--- src/hdl/crs_consts.svh ---
`ifndef CRS_CONSTS_SVH
`define CRS_CONSTS_SVH

// post-oscillator clock count before reset release
`define CRS_WAKE_COUNT      16'h0400
// wake counter width
`define CRS_CNT_W           16
// unused; supplyUsable enters the sequencer with no power-good filter
`define CRS_SYNC_W          2
// fetch address on reset release
`define CRS_BOOT_ADDR       32'h0000_0000
// clock select code for the internal rc oscillator
`define CRS_CLKSEL_IRC      2'h0
// pll enable and connect level after any chip reset
`define CRS_PLL_OFF         1'b0
// oscillator activity: toggles seen since restart before it counts as running
`define CRS_OSC_TOGGLES     4'h8

`endif

--- src/hdl/crs_pkg.sv ---
package crs_pkg;
  typedef enum logic [2:0] {
    CRS_ST_HOLD  = 3'b000,
    CRS_ST_OSC   = 3'b001,
    CRS_ST_COUNT = 3'b010,
    CRS_ST_FLASH = 3'b011,
    CRS_ST_RUN   = 3'b100
  } crs_state_t;
endpackage

--- src/hdl/chip_reset_sequencer.sv ---
`timescale 1ns/1ps
`include "crs_consts.svh"

module chip_reset_sequencer
  import crs_pkg::*;
#(
  parameter int WAKE_COUNT = `CRS_WAKE_COUNT
) (
  input  wire logic        ref_clk,
  input  wire logic        resetn,
  input  wire logic        extResetPinN,
  input  wire logic        watchdogTimerReset,
  input  wire logic        powerOnReset,
  input  wire logic        brownoutDetectorReset,
  input  wire logic        supplyUsable,
  input  wire logic        crystalOscSample,
  input  wire logic        flashInitDone,
  output logic             chipReset,
  output logic             internalResetN,
  output logic             regResetReq,
  output logic             flashInitStart,
  output logic             crystalStable,
  output logic [31:0]      fetchAddr,
  output logic [1:0]       clockSelect,
  output logic             pllEnable,
  output logic             pllConnect
);
  crs_state_t                 state_reg;
  crs_state_t                 state_next;
  logic [`CRS_CNT_W-1:0]      wakeCnt_reg;
  logic [`CRS_CNT_W-1:0]      wakeCnt_next;
  logic                       chipReset_reg;
  logic                       chipReset_next;
  logic                       intRstN_reg;
  logic                       intRstN_next;
  logic                       flashStart_reg;
  logic                       flashStart_next;
  logic                       xtalStable_reg;
  logic                       anySource;
  logic                       oscRunning;
  logic                       regResetReq_reg;
  logic                       regResetReq_next;
  logic [31:0]                fetchAddr_reg;
  logic [31:0]                fetchAddr_next;
  logic [1:0]                 clockSel_reg;
  logic [1:0]                 clockSel_next;
  logic                       pllEnable_reg;
  logic                       pllEnable_next;
  logic                       pllConnect_reg;
  logic                       pllConnect_next;

  localparam logic [`CRS_CNT_W-1:0] WAKE_LAST = `CRS_CNT_W'(WAKE_COUNT - 1);

  assign anySource = !extResetPinN || watchdogTimerReset || powerOnReset
                     || brownoutDetectorReset;

  crs_osc_monitor u_osc (
    .ref_clk   (ref_clk),
    .resetn    (resetn),
    .restart   (anySource || !supplyUsable),
    .oscSample (crystalOscSample),
    .oscStable (oscRunning)
  );

  always_comb begin
    state_next      = state_reg;
    wakeCnt_next    = wakeCnt_reg;
    chipReset_next  = anySource;
    intRstN_next    = 1'b0;
    flashStart_next = 1'b0;
    fetchAddr_next  = `CRS_BOOT_ADDR;
    clockSel_next   = `CRS_CLKSEL_IRC;
    pllEnable_next  = `CRS_PLL_OFF;
    pllConnect_next = `CRS_PLL_OFF;
    // restart timer on any source or while supply is not usable
    if (anySource || !supplyUsable) begin
      state_next   = CRS_ST_HOLD;
      wakeCnt_next = '0;
    end else begin
      case (state_reg)
        CRS_ST_HOLD: begin
          state_next = CRS_ST_OSC;
        end
        CRS_ST_OSC: begin
          if (oscRunning) begin
            state_next = CRS_ST_COUNT;
          end
        end
        CRS_ST_COUNT: begin
          if (wakeCnt_reg == WAKE_LAST) begin
            state_next      = CRS_ST_FLASH;
            flashStart_next = 1'b1;
          end else begin
            wakeCnt_next = wakeCnt_reg + `CRS_CNT_W'(1);
          end
        end
        CRS_ST_FLASH: begin
          // a done level left from before a restart is not trusted during the start pulse
          if (flashInitDone && !flashStart_reg) begin
            state_next   = CRS_ST_RUN;
            intRstN_next = 1'b1;
          end
        end
        CRS_ST_RUN: begin
          intRstN_next = 1'b1;
        end
        default: begin
          state_next = CRS_ST_HOLD;
        end
      endcase
    end
    // registers stay in reset until internal reset is removed
    regResetReq_next = !intRstN_next;
  end

  always_ff @(posedge ref_clk or negedge resetn) begin
    if (!resetn) begin
      state_reg      <= CRS_ST_HOLD;
      wakeCnt_reg    <= '0;
      chipReset_reg  <= 1'b1;
      intRstN_reg    <= 1'b0;
      flashStart_reg <= 1'b0;
      xtalStable_reg <= 1'b0;
      regResetReq_reg <= 1'b1;
      fetchAddr_reg  <= `CRS_BOOT_ADDR;
      clockSel_reg   <= `CRS_CLKSEL_IRC;
      pllEnable_reg  <= `CRS_PLL_OFF;
      pllConnect_reg <= `CRS_PLL_OFF;
    end else begin
      state_reg      <= state_next;
      wakeCnt_reg    <= wakeCnt_next;
      chipReset_reg  <= chipReset_next;
      intRstN_reg    <= intRstN_next;
      flashStart_reg <= flashStart_next;
      xtalStable_reg <= oscRunning;
      regResetReq_reg <= regResetReq_next;
      fetchAddr_reg  <= fetchAddr_next;
      clockSel_reg   <= clockSel_next;
      pllEnable_reg  <= pllEnable_next;
      pllConnect_reg <= pllConnect_next;
    end
  end

  assign chipReset      = chipReset_reg;
  assign internalResetN = intRstN_reg;
  assign regResetReq    = regResetReq_reg;
  assign flashInitStart = flashStart_reg;
  assign crystalStable  = xtalStable_reg;
  assign fetchAddr      = fetchAddr_reg;
  assign clockSelect    = clockSel_reg;
  assign pllEnable      = pllEnable_reg;
  assign pllConnect     = pllConnect_reg;

  // assertions
  // source forces reset
  chip_reset_src_a : assert property (@(posedge ref_clk) disable iff (!resetn)
    (!extResetPinN || watchdogTimerReset || powerOnReset || brownoutDetectorReset)
      |=> chipReset && !internalResetN)
    else $error("reset source did not assert chip reset");
  release_needs_flash_a : assert property (@(posedge ref_clk) disable iff (!resetn)
    $rose(internalResetN) |-> $past(flashInitDone) && $past(state_reg == CRS_ST_FLASH))
    else $error("internal reset released without flash done");
  release_needs_osc_a : assert property (@(posedge ref_clk) disable iff (!resetn)
    $rose(internalResetN) |-> crystalStable)
    else $error("internal reset released before oscillator stable");
  count_restart_a : assert property (@(posedge ref_clk) disable iff (!resetn)
    anySource |=> wakeCnt_reg == '0 && state_reg == CRS_ST_HOLD)
    else $error("wake count not restarted by reset source");
  supply_gate_a : assert property (@(posedge ref_clk) disable iff (!resetn)
    !supplyUsable |=> state_reg == CRS_ST_HOLD && !internalResetN)
    else $error("wake timer ran without usable supply");
  reg_reset_a : assert property (@(posedge ref_clk) disable iff (!resetn)
    regResetReq != internalResetN && regResetReq == (state_reg != CRS_ST_RUN))
    else $error("register reset request disagrees with internal reset");
  xtal_flag_a : assert property (@(posedge ref_clk) disable iff (!resetn)
    anySource |=> ##1 !crystalStable)
    else $error("crystal stable flag not cleared by reset");
  boot_vector_a : assert property (@(posedge ref_clk) disable iff (!resetn)
    $rose(internalResetN) |-> fetchAddr == 32'h0000_0000)
    else $error("fetch address not zero at release");
  pll_off_a : assert property (@(posedge ref_clk) disable iff (!resetn)
    !internalResetN |-> !pllEnable && !pllConnect && clockSelect == 2'h0)
    else $error("pll or clock select wrong during reset");
  chip_reset_clear_a : assert property (@(posedge ref_clk) disable iff (!resetn)
    !anySource |=> !chipReset)
    else $error("chip reset held with no source active");
  run_no_chip_a : assert property (@(posedge ref_clk) disable iff (!resetn)
    internalResetN |-> !chipReset)
    else $error("internal reset released while chip reset active");
  flash_start_pulse_a : assert property (@(posedge ref_clk) disable iff (!resetn)
    flashInitStart |-> state_reg == CRS_ST_FLASH ##1 !flashInitStart)
    else $error("flash start not a single pulse in flash wait");
  count_full_a : assert property (@(posedge ref_clk) disable iff (!resetn)
    flashInitStart |-> $past(wakeCnt_reg) == WAKE_LAST && crystalStable)
    else $error("flash start before full wake count");
endmodule // chip_reset_sequencer

--- src/hdl/crs_osc_monitor.sv ---
`timescale 1ns/1ps
`include "crs_consts.svh"

module crs_osc_monitor
  import crs_pkg::*;
#(
  parameter logic [3:0] TOGGLES = `CRS_OSC_TOGGLES
) (
  input  wire logic ref_clk,
  input  wire logic resetn,
  input  wire logic restart,
  input  wire logic oscSample,
  output logic      oscStable
);
  logic [3:0] toggleCnt_reg;
  logic [3:0] toggleCnt_next;
  logic       lastSample_reg;
  logic       lastSample_next;
  logic       stable_reg;
  logic       stable_next;

  // a stuck oscillator stops toggling; any level change counts as activity
  always_comb begin
    toggleCnt_next  = toggleCnt_reg;
    lastSample_next = oscSample;
    stable_next     = stable_reg;
    if (restart) begin
      toggleCnt_next = 4'h0;
      stable_next    = 1'b0;
    end else if (oscSample != lastSample_reg && !stable_reg) begin
      toggleCnt_next = toggleCnt_reg + 4'h1;
      if (toggleCnt_next >= TOGGLES) begin
        stable_next = 1'b1;
      end
    end
  end

  always_ff @(posedge ref_clk or negedge resetn) begin
    if (!resetn) begin
      toggleCnt_reg  <= 4'h0;
      lastSample_reg <= 1'b0;
      stable_reg     <= 1'b0;
    end else begin
      toggleCnt_reg  <= toggleCnt_next;
      lastSample_reg <= lastSample_next;
      stable_reg     <= stable_next;
    end
  end

  assign oscStable = stable_reg;
endmodule // crs_osc_monitor

--- config.mk ---
export PLATFORM = sky130hd
export DESIGN_NAME = chip_reset_sequencer
export DESIGN_NICKNAME = d
export VERILOG_FILES = /design/src/hdl/crs_pkg.sv /design/src/hdl/chip_reset_sequencer.sv /design/src/hdl/crs_osc_monitor.sv
export VERILOG_INCLUDE_DIRS = /design/src /design/src/hdl
export SDC_FILE = /design/constraint.sdc
export NUM_CORES = 1
export LEC_CHECK = 0
export BUFFER_PORTS_ARGS = -buffer_cell sky130_fd_sc_hd__buf_2
export CORE_ASPECT_RATIO = 1.1
export CORE_UTILIZATION = 52
export CTS_CLUSTER_DIAMETER = 30
export DETAILED_ROUTE_END_ITERATION = 10
export GPL_TIMING_DRIVEN = 0
export HOLD_SLACK_MARGIN = 0.1
export PLACE_DENSITY = 0.79
export SLEW_MARGIN = 20
export SYNTH_ARGS = -nofsm -noshare
export SYNTH_HDL_FRONTEND = slang
export SYNTH_SLANG_ARGS = --single-unit
export TNS_END_PERCENT = 1
--- constraint.sdc ---
create_clock -name ref_clk -period 2.55 [get_ports ref_clk]
set_input_delay 0.51 -clock ref_clk [delete_from_list [all_inputs] [get_ports ref_clk]]
set_output_delay 0.51 -clock ref_clk [all_outputs]
set_load 0.05 [all_outputs]
==> flow_results.org <==
** Run status
- The flow ran to the end, and the final reports show no timing, DRC or antenna violations.

** Clocking
- Clk pin slew, worst setup/hold paths :: 0.10 ns
- After clock tree synthesis, the repair step resized 0 gates.
- Post-CTS timing repair inserted 0 buffers for setup.
- At the later pin of the worst-skew pair, clock insertion delay measures 0.34 ns.
- H-tree depth :: 2
- TritonCTS Buffers :: 5
- TritonCTS built the clock tree.
- Bufs on Longest Clock Path :: 2
- Clock sink count :: 30
- Number of buffers inserted for hold repair after clock tree synthesis :: 0
- Clock tree synthesis selected as its root buffer the cell clkbuf_4.

** Placement
- Placer congestion estimate :: 0.8397
- Once placement completed, the tool counted placed cells totaling 291.
- HPWL Detailed :: 2378 um
- Number of I/O port buffers :: 13

** Finish
- Area occupied by multi-input gates :: 930.9 um^2
- Counting the fill cells in the layout gives 292.
- Relative to the synthesized area, the layout overhead comes to 19.69%.
- In the final layout, the share of cells above drive strength 1 is 0.2829.
- Antenna Diode Count :: 0
- The register with the most flip-flops in the layout has 16 of them.
- NumNets Final :: 261
- Across the whole layout, storage elements account for 753.2 um^2.
- After the flow finishes, the layout carries non-filler instances totaling 299.

** STA
- Time the worst path needs with I/O delays and setup :: 2.055 ns
- Based on the critical path, the design can be clocked at up to 486.5 MHz.
- Unrepaired setup endpoints after global routing :: false
- Number of max-slew violations in the final report :: 0
- The hold violation count in the final report was 0.
- Final clock period utilization by the worst path :: 0.8060
- Measured against its own limit, the worst slew margin works out to 0.5603.
- Setup violations remaining at the end of the flow were counted as 0.
- Maximum clock skew at final layout :: 0.006023 ns
- At the pin with the least slew margin, the transition time is 0.6596 ns.
- After routing, the total negative slack on setup checks comes to 0 ns.

** GRT
- The via count of the first global-routing pass was 1212.
- Antenna violations before repair :: 0
- First-pass GRT wire length :: 5347 um
- Entering global routing, the biggest net connects 31 pins.
- Across every metal layer, demand over resource in global routing totals 0.1866.
- For this run the aggregate overflow at the end of global routing stands at 0.

** Routing
- DRC violations left :: 0
- The first TritonRoute pass finished after 4 iterations.
- Using the TritonRoute via totals, the vias-per-cell ratio works out to 4.883.
- Routed Wire Length :: 3274 um
- In the final routed layout, each cell accounts on average for 10.95 um.
- The detail route stage leaves a number of antenna-violating nets equal to 0.
- Via count :: 1460
- 1st-iter DRT viols :: 77

** Worst setup path
- Crit path DAT :: 2.33 ns
- Required time of the critical path :: 2.82 ns
- STA classifies the critical path endpoint as a flop.
- The worst setup path is of the reg2reg kind.
- In this run the worst path has a maximum fanout of 8.
- Kind of start point of the critical path :: flop

** Power
- Worst supply voltage drop on vdd :: 0.0002989 V
- Sw Share :: 0.2719
- The share of total power dissipated in the clock network is 0.431.
- Of the total power, combinational logic draws 0.162.
- Net Switching :: 319.9 uW
- Pwr per Cell Area :: 526.3 nW/um^2
- Sequential fraction of design power :: 0.407
- Int Power :: 856.9 uW
- Pleak :: 0.001069 uW

** Yosys
- Top post-synthesis cells by area :: dfrtp_1, buf_4, mux2i_1
- Dividing the synthesized area by the synthesized cell count gives 9.580 um^2.
- For this run, asynchronously set or reset flops after synthesis account for 1.000.
- Cells after Synth :: 195
- Synth area leader :: dfrtp_1
- In this run, synthesis inferred 0 flip-flops with an integrated enable.
- Most used standard cell by instance count after synthesis :: buf_4
- During synthesis, Yosys emitted a total of 0 warnings.
- Proportion of netlist area held by the largest area contributor :: 0.3751
- Sorting the synthesized cells by how often they occur yields buf_4, dfrtp_1, nand2_1, a21oi_1, nor2_1.
- The synthesized design contains 30 register bits.
- In the synthesized netlist the dominant register cell turns out to be dfrtp_1.
- In this run the cell area of the synthesized design comes to 1868 um^2.
- Unique masters post-synth :: 47
- The share of the Yosys chip area taken by registers is 0.4032.

** Floorplan
- The die covers 3836 um^2.
- 50 I/O pins were placed.
- For this configuration, the core starts out at a cell density of 0.5517.
- The die is 64.86 um tall.
- Core Box Area :: 3386 um^2
- The die is 59.15 um wide.
- The floorplan has 22 rows.

** Min path
- Hold Crit Class :: in2async

** Run
- The tool flagged a number of max-cap violations equal to 0.
## layer usage
layer | up-vias | routed length (um) | track usage
met5 | - | 0 | 0
met4 | 0 | 69 | 0.1012
met3 | 7 | 162 | 0.04391
met2 | 40 | 1583 | 0.2940
met1 | 678 | 1459 | 0.2332
li1 | 735 | - | -
## path summary, 6_finish.rpt
check	start	cells past startpoint	to	slack (ns)
setup / recovery	wakeCnt_reg[0]	6	wakeCnt_reg[14]	0.49
hold / removal	resetn	1	wakeCnt_reg[11]	0.18
setup reg to reg	wakeCnt_reg[0]	6	wakeCnt_reg[14]	0.49
hold reg to reg	u_osc.oscStable	0	crystalStable	0.50
max in group asynchronous	resetn	1	wakeCnt_reg[2]	1.93
min in group ref_clk	crystalOscSample	1	u_osc.lastSample_reg	0.30
## cell usage in the layout (no fill, tap or decap), drive strengths merged
cell type,instances
or4bb,1
nor4b,2
xnor2,5
dfstp,2
or3,7
or3b,1
and3,2
conb,36
nor3b,4
dfrtp,28
o21bai,1
mux2i,7
a211oi,4
or2,3
clkbuf,9
nand2,14
nor2,8
nand3b,3
buf,52
inv,5
nand4,2
or4b,1
nand3,6
nor2b,1
o211a,1
and4,3
ha,2
and2,1
a21oi,10
o21a,2
nor4,4
o211ai,2
or4,6
bufinv,2
o21ai,4
o31ai,4
nor3,5
a22oi,1
## cell type report
| class | count | share of cell area |
|---|---|---|
| buffer | 42 | 0.1326 |
| clock buffer | 6 | 0.02294 |
| clock inverter | 2 | 0.02686 |
| inverter | 5 | 0.008394 |
| multi-input combinational | 153 | 0.4163 |
| sequential | 30 | 0.3369 |
| tap | 48 | 0.02686 |
| timing repair buffer | 13 | 0.02910 |
## critical path, stage by stage, from the launching register on
cell      delay, ns
dfrtp_1        0.40
ha_1           0.21
and2_1         0.14
clkbuf_1       0.28
o211ai_1       0.27
or4_1          0.54
a21oi_1        0.15
## power groups by stage
stage          Sequential, uW  Combinational, uW  Clock (uW)
2_1_floorplan             489                169           0
3_3_place_gp              488                189           0
3_5_place_dp              488                190           0
4_1_cts                   479                190         517
5_1_grt                   479                201         535
6_report                  479                191         507
## kinds of logic (layout without fill, tap and decap cells)
group	Yosys count	in the layout	share of synthesized area
mux	7	7	0.03751
simple gates	74	74	0.2499
flops	30	30	0.4032
other cells	1	36	0.002007
buf+inv	47	68	0.1688
compound gates	29	29	0.1018
fa+ha+maj	2	2	0.01339
xor+xnor	5	5	0.02344
## per-stage QoR
stage          hold slack, ns  worst slack [ns]  total power, uW    util  instance area [um^2]
2_1_floorplan          0.2144            0.6819            658.5       -                  1999
3_3_place_gp           0.4782            0.4005            677.0  0.6275                  2125
3_5_place_dp           0.4820            0.3850            677.5  0.6275                  2125
6_report               0.1835            0.4946             1177  0.6604                  2236
5_1_grt                0.2416            0.3000             1215  0.6604                  2236
4_1_cts                0.1982            0.4896             1186  0.6604                  2236
No activity file was read; power rests on OpenSTA's default activity.
